File: config.mk
export PLATFORM = sky130hd
export DESIGN_NAME = ncbes_dev_end_flat
export DESIGN_NICKNAME = d
export VERILOG_FILES = /design/src/hw/ncbes_pkg.sv /design/src/hw/ncbes_if.sv /design/src/hw/ncbes_fixup.sv /design/src/hw/ncbes_dev_end.sv /design/src/flat_wrapper.sv
export SDC_FILE = /design/constraint.sdc
export NUM_CORES = 1
export LEC_CHECK = 0
export BUFFER_PORTS_ARGS = -buffer_cell sky130_fd_sc_hd__buf_2
export CORE_UTILIZATION = 45
export DETAILED_ROUTE_END_ITERATION = 12
export PLACE_DENSITY = 0.83
export SLEW_MARGIN = 15
export SYNTH_ARGS = -nofsm -noshare
export SYNTH_HDL_FRONTEND = slang
export SYNTH_SLANG_ARGS = --single-unit
File: constraint.sdc
create_clock -name ref_clk_i -period 2.9 [get_ports ref_clk_i]
set_input_delay 0 -clock ref_clk_i [delete_from_list [all_inputs] [get_ports ref_clk_i]]
set_output_delay 0 -clock ref_clk_i [all_outputs]
set_load 0.005 [all_outputs]
File: src/hw/ncbes_pkg.sv
// Shared constants and types for the coprocessor bus and error-signal ends
package ncbes_pkg;
   // Error classes, one mask and one pending bit each
   localparam int NUM_CLASSES = 6;
   localparam int CLS_INVALID = 0;
   localparam int CLS_DENORM = 1;
   localparam int CLS_ZERODIV = 2;
   localparam int CLS_OVERFLOW = 3;
   localparam int CLS_UNDERFLOW = 4;
   localparam int CLS_PRECISION = 5;
   // Masks after reset: every class masked
   localparam logic [NUM_CLASSES-1:0] MASK_RESET = 6'h3f;
   // Longest runs of consecutive memory cycles
   localparam logic [6:0] RUN_SAVE_WIDE = 7'h32;   // 50 cycles, 16-bit host
   localparam logic [6:0] RUN_SAVE_NARROW = 7'h60; // 96 cycles, 8-bit host
   localparam logic [6:0] RUN_STD_WIDE = 7'h0a;    // 10 cycles, 16-bit host
   localparam logic [6:0] RUN_STD_NARROW = 7'h10;  // 16 cycles, 8-bit host
   // Clocks per memory cycle (default of the device parameter)
   localparam int MEM_CYC_CLKS = 4;

   // Operation kinds that touch memory
   typedef enum logic [1:0] {
      NCBES_OP_STD = 2'b00,
      NCBES_OP_SAVE = 2'b01,
      NCBES_OP_SAVE_NOWAIT = 2'b10,
      NCBES_OP_RESTORE = 2'b11
   } ncbes_op_t;

   // Result fixup applied to a masked error or special operand
   typedef enum logic [1:0] {
      NCBES_FIX_NONE = 2'b00,
      NCBES_FIX_INDEF = 2'b01,
      NCBES_FIX_UNNORM = 2'b10,
      NCBES_FIX_ROUND = 2'b11
   } ncbes_fix_t;

   // Device bus states
   typedef enum logic [2:0] {
      NCBES_DS_IDLE = 3'b000,
      NCBES_DS_UREQ = 3'b001,
      NCBES_DS_OWN = 3'b010,
      NCBES_DS_FWD = 3'b011,
      NCBES_DS_DNOWN = 3'b100
   } ncbes_dstate_t;

   // Host arbiter states
   typedef enum logic [1:0] {
      NCBES_HS_HOST = 2'b00,
      NCBES_HS_CH0 = 2'b01,
      NCBES_HS_CH1 = 2'b10
   } ncbes_hstate_t;
endpackage : ncbes_pkg

File: src/hw/ncbes_if.sv
// Link between coprocessor end and host end: request/grant pulses and error line
`timescale 1ns/1ps
interface ncbes_if;
   logic up_req;   // Coprocessor asks host for the bus (pulse)
   logic up_gnt;   // Host grants the bus (pulse)
   logic up_rel;   // Coprocessor hands the bus back (pulse)
   logic dn_req;   // Chained I/O processor asks coprocessor (pulse)
   logic dn_gnt;   // Coprocessor grants chained processor (pulse)
   logic dn_rel;   // Chained processor hands the bus back (pulse)
   logic err_irq;  // Unmasked numeric error pending (level)

   modport dev (output up_req, output up_rel, input up_gnt,
                input dn_req, input dn_rel, output dn_gnt, output err_irq);
   modport host (input up_req, input up_rel, output up_gnt,
                 output dn_req, output dn_rel, input dn_gnt, input err_irq);
endinterface : ncbes_if

File: src/hw/ncbes_fixup.sv
// Default fixup selection for masked errors and special operands
`timescale 1ns/1ps
module ncbes_fixup (
   input wire logic [ncbes_pkg::NUM_CLASSES-1:0] err_i,
   input wire logic [ncbes_pkg::NUM_CLASSES-1:0] mask_i,
   input wire logic opnd_indef_i,
   input wire logic opnd_unnorm_i,
   input wire logic opnd_norm_i,
   input wire logic op_mul_i,
   output ncbes_pkg::ncbes_fix_t fix_o,
   output logic raise_o
);
   // Unmasked classes go to software, masked ones take the fixup
   assign raise_o = |(err_i & ~mask_i);

   // Indefinite wins: it must spread through every later result
   always_comb
   begin
      if ((err_i[ncbes_pkg::CLS_INVALID] && mask_i[ncbes_pkg::CLS_INVALID]) || opnd_indef_i)
         fix_o = ncbes_pkg::NCBES_FIX_INDEF;
      else if (op_mul_i && ((opnd_unnorm_i && opnd_norm_i) || (opnd_unnorm_i && !opnd_norm_i)))
         fix_o = ncbes_pkg::NCBES_FIX_UNNORM;
      else if (err_i[ncbes_pkg::CLS_PRECISION] && mask_i[ncbes_pkg::CLS_PRECISION])
         fix_o = ncbes_pkg::NCBES_FIX_ROUND;
      else
         fix_o = ncbes_pkg::NCBES_FIX_NONE;
   end
endmodule : ncbes_fixup

File: src/hw/ncbes_dev_end.sv
// Coprocessor end: bus runs, request/grant chaining and numeric error signalling
`timescale 1ns/1ps
// Summary of operation
// - Unchained I/O processor sits on host channel zero
// - Host grants are non-preemptive between its channels
// - Save/restore runs: 50 wide, 96 narrow cycles
// - Chained request suspends a run after its current cycle; the run resumes later
// - Unchained requests never shorten a run
// - Unmasked errors raise interrupt and stall program
// - Every invalid or unrepresentable result is detected
// - Masked classes: no interrupt; only invalid and precision take fixup
// - Masked precision error rounds by current mode
// - Masked invalid gives indefinite, which propagates
// - Unnormal times normal yields unnormal result
// - All classes masked: interrupt never asserts
// - Interrupt goes to maskable input, not NMI
// - Production software masks all but invalid
// - Chained request beats own need, after cycle
// - Not owning: forward chained request upstream
module ncbes_dev_end #(
   parameter int MEM_CYC_CLKS = ncbes_pkg::MEM_CYC_CLKS
) (
   input wire logic ref_clk_i,
   input wire logic resetn_i,
   ncbes_if.dev link,
   input wire logic start_i,
   input wire ncbes_pkg::ncbes_op_t op_kind_i,
   input wire logic host_narrow_i,
   input wire logic [ncbes_pkg::NUM_CLASSES-1:0] err_event_i,
   input wire logic [ncbes_pkg::NUM_CLASSES-1:0] mask_wr_data_i,
   input wire logic mask_wr_i,
   input wire logic [ncbes_pkg::NUM_CLASSES-1:0] err_clr_i,
   input wire logic opnd_indef_i,
   input wire logic opnd_unnorm_i,
   input wire logic opnd_norm_i,
   input wire logic op_mul_i,
   input wire logic [1:0] round_mode_i,
   output logic busy_o,
   output logic own_bus_o,
   output logic mem_cyc_o,
   output logic stall_o,
   output logic [ncbes_pkg::NUM_CLASSES-1:0] err_pend_o,
   output logic [ncbes_pkg::NUM_CLASSES-1:0] mask_o,
   output logic fix_valid_o,
   output ncbes_pkg::ncbes_fix_t fix_tag_o,
   output logic [1:0] fix_round_o
);
   localparam int CW = $clog2(MEM_CYC_CLKS + 1);

   // Counter width must hold the memory cycle length
   if (MEM_CYC_CLKS < 1 || MEM_CYC_CLKS > 255)
   begin : g_bad_cyc
      $error("MEM_CYC_CLKS out of range");
   end

   typedef struct packed {
      ncbes_pkg::ncbes_dstate_t st;
      logic [6:0] rem;
      logic [CW-1:0] clk_cnt;
      logic dn_pend;
      logic up_req;
      logic up_rel;
      logic dn_gnt;
      logic mem_cyc;
      logic busy;
      logic [ncbes_pkg::NUM_CLASSES-1:0] pend;
      logic [ncbes_pkg::NUM_CLASSES-1:0] mask;
      logic fix_valid;
      ncbes_pkg::ncbes_fix_t fix_tag;
      logic [1:0] fix_round;
   } ncbes_dev_state_t;

   ncbes_dev_state_t s_q;
   ncbes_dev_state_t s_d;
   ncbes_pkg::ncbes_fix_t fix;
   logic raise;
   logic irq;
   logic cyc_done;
   logic long_op;
   logic [6:0] run_len;

   // Fixup choice for the current result
   ncbes_fixup u_fixup (
      .err_i(err_event_i),
      .mask_i(s_q.mask),
      .opnd_indef_i(opnd_indef_i),
      .opnd_unnorm_i(opnd_unnorm_i),
      .opnd_norm_i(opnd_norm_i),
      .op_mul_i(op_mul_i),
      .fix_o(fix),
      .raise_o(raise)
   );

   // Run length from operation kind and host width
   assign long_op = (op_kind_i != ncbes_pkg::NCBES_OP_STD);
   always_comb
   begin
      if (long_op)
         run_len = host_narrow_i ? ncbes_pkg::RUN_SAVE_NARROW : ncbes_pkg::RUN_SAVE_WIDE;
      else
         run_len = host_narrow_i ? ncbes_pkg::RUN_STD_NARROW : ncbes_pkg::RUN_STD_WIDE;
   end

   // Interrupt only for pending classes still unmasked
   assign irq = |(s_q.pend & ~s_q.mask);
   assign cyc_done = (s_q.clk_cnt == CW'(MEM_CYC_CLKS - 1));

   // Next-state logic
   always_comb
   begin
      s_d = s_q;
      s_d.up_req = 1'b0;
      s_d.up_rel = 1'b0;
      s_d.dn_gnt = 1'b0;
      s_d.mem_cyc = 1'b0;
      s_d.fix_valid = 1'b0;

      // Chained request is remembered until served
      if (link.dn_req)
         s_d.dn_pend = 1'b1;

      // New work only while the program is not stalled
      if (start_i && !s_q.busy && !irq)
      begin
         s_d.busy = 1'b1;
         s_d.rem = run_len;
      end

      case (s_q.st)
         ncbes_pkg::NCBES_DS_IDLE:
         begin
            // Chained request outranks our own need
            if (link.dn_req || s_q.dn_pend)
            begin
               s_d.up_req = 1'b1;
               s_d.st = ncbes_pkg::NCBES_DS_FWD;
            end
            else if (s_q.busy && s_q.rem != 7'h00)
            begin
               s_d.up_req = 1'b1;
               s_d.st = ncbes_pkg::NCBES_DS_UREQ;
            end
         end
         ncbes_pkg::NCBES_DS_UREQ:
         begin
            if (link.up_gnt)
            begin
               s_d.clk_cnt = '0;
               // A chained request arriving meanwhile takes the grant
               if (s_q.dn_pend || link.dn_req)
               begin
                  s_d.dn_gnt = 1'b1;
                  s_d.dn_pend = 1'b0;
                  s_d.st = ncbes_pkg::NCBES_DS_DNOWN;
               end
               else
                  s_d.st = ncbes_pkg::NCBES_DS_OWN;
            end
         end
         ncbes_pkg::NCBES_DS_OWN:
         begin
            s_d.clk_cnt = cyc_done ? '0 : s_q.clk_cnt + CW'(1);
            if (cyc_done)
            begin
               s_d.mem_cyc = 1'b1;
               s_d.rem = s_q.rem - 7'h01;
               // Finish this cycle, then yield to the chained requester
               if (s_q.dn_pend || link.dn_req)
               begin
                  s_d.dn_gnt = 1'b1;
                  s_d.dn_pend = 1'b0;
                  s_d.st = ncbes_pkg::NCBES_DS_DNOWN;
               end
               else if (s_q.rem == 7'h01)
               begin
                  // Run over; unchained requests are invisible here
                  s_d.up_rel = 1'b1;
                  s_d.busy = 1'b0;
                  s_d.st = ncbes_pkg::NCBES_DS_IDLE;
               end
            end
         end
         ncbes_pkg::NCBES_DS_FWD:
         begin
            if (link.up_gnt)
            begin
               s_d.dn_gnt = 1'b1;
               s_d.dn_pend = 1'b0;
               s_d.st = ncbes_pkg::NCBES_DS_DNOWN;
            end
         end
         ncbes_pkg::NCBES_DS_DNOWN:
         begin
            // Bus goes back to the host; we re-request for what is left
            if (link.dn_rel)
            begin
               s_d.up_rel = 1'b1;
               if (s_q.rem == 7'h00)
                  s_d.busy = 1'b0;
               s_d.st = ncbes_pkg::NCBES_DS_IDLE;
            end
         end
         default:
            s_d.st = ncbes_pkg::NCBES_DS_IDLE;
      endcase

      // Control word masks
      if (mask_wr_i)
         s_d.mask = mask_wr_data_i;

      // Pending errors: a new event wins over a clear in the same cycle
      s_d.pend = (s_q.pend & ~err_clr_i) | (err_event_i & ~s_q.mask);

      // Result fixup reported whenever an event or special operand shows up
      if (|err_event_i || opnd_indef_i || (op_mul_i && opnd_unnorm_i))
      begin
         s_d.fix_valid = 1'b1;
         s_d.fix_tag = raise ? ncbes_pkg::NCBES_FIX_NONE : fix;
         s_d.fix_round = round_mode_i;
      end
   end

   // State register
   always_ff @(posedge ref_clk_i)
   begin
      if (!resetn_i)
      begin
         s_q <= '0;
         s_q.st <= ncbes_pkg::NCBES_DS_IDLE;
         s_q.mask <= ncbes_pkg::MASK_RESET;
         s_q.fix_tag <= ncbes_pkg::NCBES_FIX_NONE;
      end
      else
         s_q <= s_d;
   end

   // Outputs from registers; error line, stall and bus ownership decoded from them
   assign link.up_req = s_q.up_req;
   assign link.up_rel = s_q.up_rel;
   assign link.dn_gnt = s_q.dn_gnt;
   assign link.err_irq = irq;
   assign stall_o = irq;
   assign busy_o = s_q.busy;
   assign own_bus_o = (s_q.st == ncbes_pkg::NCBES_DS_OWN);
   assign mem_cyc_o = s_q.mem_cyc;
   assign err_pend_o = s_q.pend;
   assign mask_o = s_q.mask;
   assign fix_valid_o = s_q.fix_valid;
   assign fix_tag_o = s_q.fix_tag;
   assign fix_round_o = s_q.fix_round;
endmodule : ncbes_dev_end

File: src/flat_wrapper.sv
// flat-port wrapper written by rule: the top's interface ports become plain ports
module ncbes_dev_end_flat 
#(
   parameter int MEM_CYC_CLKS = ncbes_pkg::MEM_CYC_CLKS
)
  (ref_clk_i, resetn_i, start_i, op_kind_i, host_narrow_i, err_event_i, mask_wr_data_i, mask_wr_i, err_clr_i, opnd_indef_i, opnd_unnorm_i, opnd_norm_i, op_mul_i, round_mode_i, busy_o, own_bus_o, mem_cyc_o, stall_o, err_pend_o, mask_o, fix_valid_o, fix_tag_o, fix_round_o, link_up_req, link_up_rel, link_up_gnt, link_dn_req, link_dn_rel, link_dn_gnt, link_err_irq);
  ncbes_if link_i ();
  input wire logic ref_clk_i;
  input wire logic resetn_i;
  input wire logic start_i;
  input wire ncbes_pkg::ncbes_op_t op_kind_i;
  input wire logic host_narrow_i;
  input wire logic [ncbes_pkg::NUM_CLASSES-1:0] err_event_i;
  input wire logic [ncbes_pkg::NUM_CLASSES-1:0] mask_wr_data_i;
  input wire logic mask_wr_i;
  input wire logic [ncbes_pkg::NUM_CLASSES-1:0] err_clr_i;
  input wire logic opnd_indef_i;
  input wire logic opnd_unnorm_i;
  input wire logic opnd_norm_i;
  input wire logic op_mul_i;
  input wire logic [1:0] round_mode_i;
  output logic busy_o;
  output logic own_bus_o;
  output logic mem_cyc_o;
  output logic stall_o;
  output logic [ncbes_pkg::NUM_CLASSES-1:0] err_pend_o;
  output logic [ncbes_pkg::NUM_CLASSES-1:0] mask_o;
  output logic fix_valid_o;
  output ncbes_pkg::ncbes_fix_t fix_tag_o;
  output logic [1:0] fix_round_o;
  output wire logic [$bits(link_i.up_req)-1:0] link_up_req;
  output wire logic [$bits(link_i.up_rel)-1:0] link_up_rel;
  input wire logic [$bits(link_i.up_gnt)-1:0] link_up_gnt;
  input wire logic [$bits(link_i.dn_req)-1:0] link_dn_req;
  input wire logic [$bits(link_i.dn_rel)-1:0] link_dn_rel;
  output wire logic [$bits(link_i.dn_gnt)-1:0] link_dn_gnt;
  output wire logic [$bits(link_i.err_irq)-1:0] link_err_irq;
  assign link_up_req = link_i.up_req;
  assign link_up_rel = link_i.up_rel;
  assign link_i.up_gnt = link_up_gnt;
  assign link_i.dn_req = link_dn_req;
  assign link_i.dn_rel = link_dn_rel;
  assign link_dn_gnt = link_i.dn_gnt;
  assign link_err_irq = link_i.err_irq;
  ncbes_dev_end #(.MEM_CYC_CLKS(MEM_CYC_CLKS)) u_core (.ref_clk_i(ref_clk_i), .resetn_i(resetn_i), .link(link_i), .start_i(start_i), .op_kind_i(op_kind_i), .host_narrow_i(host_narrow_i), .err_event_i(err_event_i), .mask_wr_data_i(mask_wr_data_i), .mask_wr_i(mask_wr_i), .err_clr_i(err_clr_i), .opnd_indef_i(opnd_indef_i), .opnd_unnorm_i(opnd_unnorm_i), .opnd_norm_i(opnd_norm_i), .op_mul_i(op_mul_i), .round_mode_i(round_mode_i), .busy_o(busy_o), .own_bus_o(own_bus_o), .mem_cyc_o(mem_cyc_o), .stall_o(stall_o), .err_pend_o(err_pend_o), .mask_o(mask_o), .fix_valid_o(fix_valid_o), .fix_tag_o(fix_tag_o), .fix_round_o(fix_round_o));
endmodule
**Yosys cells after proc, flatten, opt, wreduce, memory -nomap -nowiden**

Index checks and enable logic that the tools add are counted.

- Register bits after elaboration: 36
- Output and inout port bits: 25
- Bits of input ports: 34

- $add $sub $neg: 2
- Reductions and logical operators: 29
- Mux-type cells: 45
- Eq/ne operators: 12
- Bitwise gates (word level): 6

Operators with widths:

| kind | count |
|---|---|
| $mux 7 | 4 |
| $mux 3 | 9 |
| $and 6x6->6 | 3 |
| $reduce_or 6->1 | 3 |
| $mux 1 | 17 |
| $pmux 3 s5 | 1 |
| $not 6->6 | 2 |
| $mux 10 | 1 |
| $mux 5 | 2 |
| $eq 3x2->1 const B | 3 |
| $logic_and 1x1->1 | 9 |
| $mux 2 | 4 |
| $mux 4 | 2 |
| $eq 7x1->1 const B | 1 |
| $logic_not 7->1 | 1 |
| $reduce_bool 7->1 | 1 |
| $sub 7x1->7 const B | 1 |
| $ne 2x2->1 const B | 3 |
| $ne 3x1->1 const B | 2 |
| $or 6x6->6 | 1 |
| $pmux 1 s3 | 2 |
| $pmux 3 s2 | 1 |
| $reduce_and 2->1 | 3 |
| $reduce_and 6->1 | 1 |
| 9 further kinds | 17 |

**Longest topological paths before layout**

Gate-level depths: netlist of run 1.

- Depth after elaboration: 10
- Depth in mapped cells: 9
- Depth with buffers taken out: 7

**Cells and area by module**

From an unflattened synthesis of run 1, not the netlist that was laid out.

- Cells, all modules: 240
- Area total of the unflattened synthesis: 1,989.4 um2

By module, submodules not included:

| module | instances | cells an instance | sequential area each (um2) | area an instance (um2) |
|---|---|---|---|---|
| ncbes_dev_end | 1 | 224 | 720.7 | 1,911.8 |
| ncbes_fixup | 1 | 16 | 0.0 | 77.6 |

**Worst setup path before layout of run 1**

Ideal clock, no wire load.

- Path type: flip-flop to flip-flop
- From: register u_core.s_q[33] (netlist name)
- To: register u_core.s_q[29] (netlist name)
- Path slack: 1.217 ns
- Clock period less this slack: 1.683 ns
- Stages on the path, launching flop included: 9
- Buffers on the path: 1
- Arrival time: 1.569 ns
- Cell sequence: dfxtp_1 -> buf_6 -> nand2b_4 -> nand2b_4 -> clkinv_2 -> nand2_4 -> or4_4 -> and3_4 -> o21a_1

- Cells in the longest elaborated chain, start to end: 2

RTL lines:

| what | RTL line | RTL |
|---|---|---|
| start, declared | ncbes_dev_end.sv:73 | `ncbes_dev_state_t s_q;` |
| $eq 3x2->1 | -- |  |
| via own_bus_o | flat_wrapper.sv:23 | `output logic own_bus_o;` |
| $mux 7 | ncbes_dev_end.sv:129 | `case (s_q.st)` |

The timed path passes the listed nets, and every way through them passes these cells.
A chain may end at the register's enable or synchronous reset.

**Worst setup path after layout of run 1**

- From: register u_core.s_q (netlist bit u_core.err_pend_o[2])
- To: register u_core.s_q[29] (netlist name)

- Cells in the longest elaborated chain, start to end: 7

RTL lines:

| what | RTL line | RTL |
|---|---|---|
| $and 6x6->6 (*) | ncbes_dev_end.sv:105 | `assign irq = \|(s_q.pend & ~s_q.mask);` |
| $reduce_or 6->1 (*) | ncbes_dev_end.sv:105 |  |
| $logic_not 1->1 (*) | ncbes_dev_end.sv:123 | `if (start_i && !s_q.busy && !irq)` |
| $logic_and 1x1->1 (*) | ncbes_dev_end.sv:123 |  |
| $mux 7 (*) | ncbes_dev_end.sv:123 |  |
| $mux 10 | ncbes_dev_end.sv:163 | `if (cyc_done)` |
| $mux 7 (*) | ncbes_dev_end.sv:129 |  |

Every way passes the cells marked *; elsewhere a longest branch is shown, timed or not. The select of a mux whose other input is x is not followed.

==> results of run 1 <==
-- kinds of logic (layout without fill, tap and decap cells) --
kind of cell,count (synthesis),in the layout
AOI/OAI and AO/OA,43,43
muxes,7,7
adders and majority gates,5,5
DFF,36,36
and+or+nand+nor,97,97
xor gates and xnor gates,1,1
buffers and inverters,36,89
-- worst min path at each step --
stage,from,endpoint,slack (ns),depth (start not counted)
after global placement,mask_wr_data_i[5],u_core.mask_o[5],0.22,3
after detailed placement,mask_wr_data_i[1],u_core.mask_o[1],0.22,3
after global routing,err_clr_i[2],u_core.err_pend_o[2],0.03,3
after CTS,err_clr_i[4],u_core.err_pend_o[4],0.002,3
final,err_clr_i[2],u_core.err_pend_o[2],0.01,3
after floorplan,resetn_i,u_core.mem_cyc_o,0.11,2
-- flip-flops by register name, indices dropped and copies added (netlist names), 2 cells and up --
name,flops
u_core.s_q,14
u_core.mask_o,6
u_core.err_pend_o,6
u_core.fix_tag_o,2
u_core.fix_round_o,2
-- layout make-up --
type | count | area [µm²] | share of cell area
sequential | 36 | 721 | 0.313
clock inverter | 3 | 18.8 | 0.00814
timing repair buffer | 70 | 415 | 0.180
multi-input combinational | 153 | 976 | 0.423
clock buffer | 5 | 68.8 | 0.0299
tap | 50 | 62.6 | 0.0271
inverter | 11 | 42.5 | 0.0185
-- layer usage --
metal,routed length (µm),share of wire,up-vias
met2,1990,0.48,47
met5,0,0,-
li1,-,-,859
met3,237,0.058,5
met4,59,0.014,0
met1,1820,0.44,759
-- what timing repair did --
item | CTS | global route
endpoints found under the setup margin | 0 | 0
hold buffers | 12 | 1
endpoints found under the hold margin | 12 | 1
-- per-stage QoR --
| step | hold slack (ns) | area, µm² | total power [mW] | setup WS (ns) | instances |
|---|---|---|---|---|---|
| detailed placement | 0.225 | 2090 | 0.880 | 1.06 | 307 |
| finish | 0.0124 | 2300 | 1.24 | 1.04 | 328 |
| CTS | 0.00177 | 2290 | 1.25 | 1.04 | 327 |
| global placement | 0.215 | 2090 | 0.872 | 1.10 | 307 |
| global route | 0.0316 | 2300 | 1.31 | 0.887 | 328 |
| floorplan | 0.113 | 1910 | 0.821 | 1.22 | 225 |
-- power by group through the flow --
stage	clock network [mW]	logic, mW	registers (mW)
floorplan	0	0.245	0.576
global placement	0	0.269	0.604
global route	0.380	0.326	0.604
detailed placement	0	0.275	0.605
finish	0.352	0.290	0.595
CTS	0.364	0.290	0.594
-- critical path, cell delays in order (launching register included) --
cell and delay (ns):
dfxtp_1 0.32, nor2b_1 0.13, a2111oi_2 0.52, nand3_1 0.33, and3_4 0.27, o21a_1 0.19
-- cell usage in the layout (no fill, tap or decap), types with 2 or more instances in the layout --
cell type      Yosys  layout
buf_2              2      57
dfxtp_1           36      36
nand2_1           29      29
nand2b_1          15      15
dlygate4sd3_1      0      13
inv_1             10      10
nand3_1           10      10
a21boi_0           8       8
nor2b_1            7       7
nor2_1             7       7
o21ai_0            7       7
a21oi_1            7       7
mux2i_1            7       7
and3_1             6       6
o21a_1             5       5
ha_1               5       5
clkbuf_8           0       5
o22ai_1            4       4
nor3_1             4       4
clkinv_2           1       3
nor4_1             3       3
nand4_1            3       3
nand2b_4           2       2
and2_1             2       2
o31ai_1            2       2
o211ai_1           2       2
==> flow_metrics.tcl, run 1 <==
set metrics [dict create \
    ctsResizeCount 0 \
    ys_ff_latch 36 \
    synth_mux_area_frac 0.0367 \
    clkPwrFrac 0.285 \
    nets 316 \
    ioPinCount 59 \
    met3_usage 0.0514 \
    status "completed" \
    synth-edff-count 0 \
    first_pass_iters 4 \
    synthFlopType "dfxtp_1" \
    grt_max_degree 35 \
    fp-row-count 23 \
    grt_pass1_wl_mm 6.71 \
    grt.busiest_layer "met2" \
    period_needed_ns 1.86 \
    final-setup-viol-count 0 \
    end_kind "register" \
    r2r_setup_slack_ns 1.04 \
    via_per_inst 5.09 \
    r2r_cells 5 \
    first_global_vias 1587 \
    port_buffers 57 \
    worstMarginPinSlew_ns 0.647 \
    die_w_um 67.1 \
    antenna_found_initial 0 \
    grtUsageTotal 0.200 \
    reg2reg_to "u_core.s_q[29]" \
    wl_per_cell_um 12.5 \
    cp-start-kind "register" \
    fmax_mhz 537 \
    cts_inserted_buffers 5 \
    pwr-share-comb 0.234 \
    critical_path_class "register to register" \
    n_antenna_cell 0 \
    timing.rr.start "u_core.err_pend_o[2]" \
    synthAdderAreaFrac 0.0328 \
    post_cts_buffers 0 \
    yosys_warnings 0 \
    clock_path_buffers 2 \
    hold_path.class "input port to register" \
    synth_compound_area_frac 0.156 \
    gp_congestion 0.835 \
    drc 0 \
    use_met1 0.225 \
    switching_share 0.306 \
    syn_to_final_growth_pct 20.9 \
    cts_sinks 36 \
    drv_cap 0 \
    clk_pin_slew_ns 0.07 \
    yosysTopAreaCellShare 0.378 \
    crit_fanout 7 \
    cts_tree "built" \
    p_int_uw 858 \
    timing.final.crit_share 0.643 \
    die_h_um 67.1 \
    p_leak_nw 1.09 \
    synth_area_leader_cell "dfxtp_1" \
    ant_nets 0 \
    clk_latency_ns 0.29 \
    hold_viol 0 \
    syn_avg_cell_area_um2 8.47 \
    synth_cell_types 45 \
    crit_path_end "u_core.s_q[29]" \
    ys_seq_area_frac 0.378 \
    peakVddDrop_v 0.000354 \
    dpl.hpwl_mm 2.88 \
    finClkSkew_ns 0.00776 \
    layout-drive-gt1-share 0.266 \
    rsz0062_at_grt "no" \
    synth_top_family_by_area "simple AND/OR/NAND/NOR gates" \
    vias 1670 \
    maxSlewHeadroom 0.565 \
    report.final.slew_viol_count 0 \
    use_met2 0.355 \
    p_per_area_nw_per_um2 536 \
    synth_area_um2 1910 \
    synthArstFlopShare 0 \
    finalSetupTns_ns 0 \
    grt-ovfl-total 0 \
    synth.most_common_cell "dfxtp_1" \
    die_area_um2 4500 \
    start_util 0.473 \
    core-area_um2 4030 \
    yosys.area_share.simple 0.282 \
    synth_nets 264 \
    synthCells 225 \
    wl_mm 4.10 \
    cp.arrival_ns 2.04 \
    synthXorXnorAreaFrac 0.00459 \
    pwr-share-seq 0.481 \
    nFillCells 376 \
    critPathRequiredTime_ns 3.08 \
    synth.area.top_cells "dfxtp_1, buf_4, nand2_1, nand2b_1, mux2i_1" \
    ctsRootBufferMaster "clkbuf_8" \
    power.switching_uw 379 \
    startpoint "u_core.err_pend_o[2]" \
    htreeDepth 2 \
    synth_common_cells "dfxtp_1, nand2_1, buf_4" \
    fin_util 0.572 \
    drt_iter0_markers 71 \
]
Power figures use the tool's default switching activity.
==> inputs of run 2 (changes only) <==
PLACE_DENSITY = 0.85   (was 0.83)
clock period = 1.65 ns   (was 2.9 ns; I/O delays follow)
==> flow_metrics.tcl, run 2 (same netlist as run 1, synthesis figures left out) <==
set metrics [dict create \
    status "completed" \
    r2r_cells 6 \
    post-place-ws_ns -0.0516 \
    period_needed_ns 1.61 \
    vias 1755 \
    maxSlewHeadroom 0.748 \
    drc 0 \
    r2r_setup_slack_ns 0.04 \
    p_per_area_nw_per_um2 945 \
    crit_fanout 4 \
    ant_nets 0 \
    p_leak_nw 1.15 \
    grt_max_degree 34 \
    crit_chain "nor2b_2 -> a2111oi_4 -> buf_4 -> nand2_4 -> and3_1 -> o21a_1" \
    die_area_um2 4500 \
    cts_sinks 36 \
    htreeDepth 2 \
    grtUsageTotal 0.207 \
    end_kind "register" \
    n_antenna_cell 0 \
    crit_buf_inv 1 \
    syn_to_final_growth_pct 28.3 \
    cts_tree "built" \
    largest_register_ffs 14 \
    first_global_vias 1610 \
    timing.final.crit_share 0.974 \
    power_mw 2.31 \
    clock_path_buffers 2 \
    fmax_mhz 622 \
    core-area_um2 4030 \
    dpl.hpwl_mm 3.10 \
    antenna_found_initial 0 \
    hold_path.class "input port to register" \
    cp.depth 6 \
    rsz0062_at_grt "yes" \
    reg2reg_to "u_core.s_q[26]" \
    drt_iter0_markers 60 \
    first_pass_iters 4 \
    wl_mm 4.38 \
    hold_viol 0 \
    critical_path_class "register to register" \
    setup_ws_ns 0.0431 \
    final-setup-viol-count 0 \
    crit_path_end "u_core.s_q[26]" \
    cts_inserted_buffers 5 \
    via_per_inst 5.19 \
    nets 327 \
    critical_path.max_stage_delay_ns 0.40 \
    peakVddDrop_v 0.000449 \
    die_w_um 67.1 \
    grt_pass1_wl_mm 6.83 \
    report.final.slew_viol_count 0 \
    path_delay_family "compound AO/OA/AOI/OAI gates" \
    timing.rr.start "u_core.err_pend_o[2]" \
    worstMarginPinSlew_ns 0.375 \
    port_buffers 57 \
    cp.arrival_ns 1.79 \
    cp_slowest_cell "a2111oi_4" \
    die_h_um 67.1 \
    clk_latency_ns 0.29 \
    drv_cap 0 \
    wl_per_cell_um 12.9 \
    startpoint "u_core.err_pend_o[2]" \
    nFillCells 342 \
    start_util 0.473 \
    critPathRequiredTime_ns 1.84 \
    cp-start-kind "register" \
    layout_common_cells "buf_2, dfxtp_1, nand2_1, nand2b_1, dlygate4sd3_1" \
    grt-ovfl-total 0 \
    fin_util 0.607 \
    ctsRootBufferMaster "clkbuf_8" \
    layout-drive-gt1-share 0.319 \
    top_register "u_core.s_q" \
    ioPinCount 59 \
    finClkSkew_ns 0.00422 \
    fp-row-count 23 \
    gp_congestion 0.876 \
    clk_pin_slew_ns 0.07 \
    final_common_cell "buf_2" \
]
==> run 2: changes by cell type in the layout (fill, tap and decap cells not counted), moves of 2 or more <==
cell,change
dfxtp_2,+2
clkinv_2,-3
clkbuf_8,+2
dfxtp_1,-3
buf_4,+11
==> run 2: layout make-up <==
cell class / count / area (µm²) / area share
Timing Repair Buffer: 81 / 498 / 0.203
Multi-Input combinational cell: 153 / 1020 / 0.416
Inverter: 11 / 46.3 / 0.0189
Tap cell: 50 / 62.6 / 0.0256
Sequential cell: 36 / 727 / 0.297
Clock buffer: 7 / 96.3 / 0.0394
==> run 2: power breakdown <==
part	internal, mW	switching (mW)	total (mW)
Combinational	0.311	0.314	0.625
Sequential	0.961	0.0581	1.02
Clock	0.372	0.298	0.670
Total	1.64	0.670	2.31
==> run 2: repair_timing <==
item                                    4_1_cts  5_1_grt
hold buffers                                 13        0
cloned                                        0        0
gates resized for setup                       1       11
setup buffers                                 0        0
endpoints found under the setup margin        4        8
hold endpoints to repair                     13        0
==> run 2: per-stage QoR <==
stage | std cells | hold WS, ns | setup TNS (ns) | cell area, µm²
CTS | 338 | 0.00677 | -0.153 | 2400
global route | 338 | 0.00903 | -0.0949 | 2450
global placement | 318 | 0.213 | 0 | 2170
floorplan | 225 | 0.113 | 0 | 1910
finish | 338 | 0.00941 | 0 | 2450
detailed placement | 318 | 0.220 | -0.148 | 2170
==> run 2: worst min path at each step <==
stage                      startpoint              endpoint  slack, ns  cells after the start
floorplan                    resetn_i      u_core.mem_cyc_o       0.11                      2
global placement    mask_wr_data_i[4]      u_core.mask_o[4]       0.21                      3
detailed placement  mask_wr_data_i[4]      u_core.mask_o[4]       0.22                      3
CTS                      err_clr_i[2]  u_core.err_pend_o[2]      0.007                      3
global route             err_clr_i[2]  u_core.err_pend_o[2]      0.009                      3
finish                   err_clr_i[2]  u_core.err_pend_o[2]      0.009                      3
==> run 2: tightest hold or removal path: stages <==
cell      delay (ns)
buf_2           0.08
nand2b_1        0.09
a21boi_0        0.07
==> run 2: per-layer routing <==
layer  global-route usage  vias to the layer above  wire length [µm]
li1                     -                      885                 -
met1                0.216                      808              1860
met2                0.375                       57              2210
met3               0.0685                        5               259
met4               0.0771                        0                54
met5                    0                        -                 0
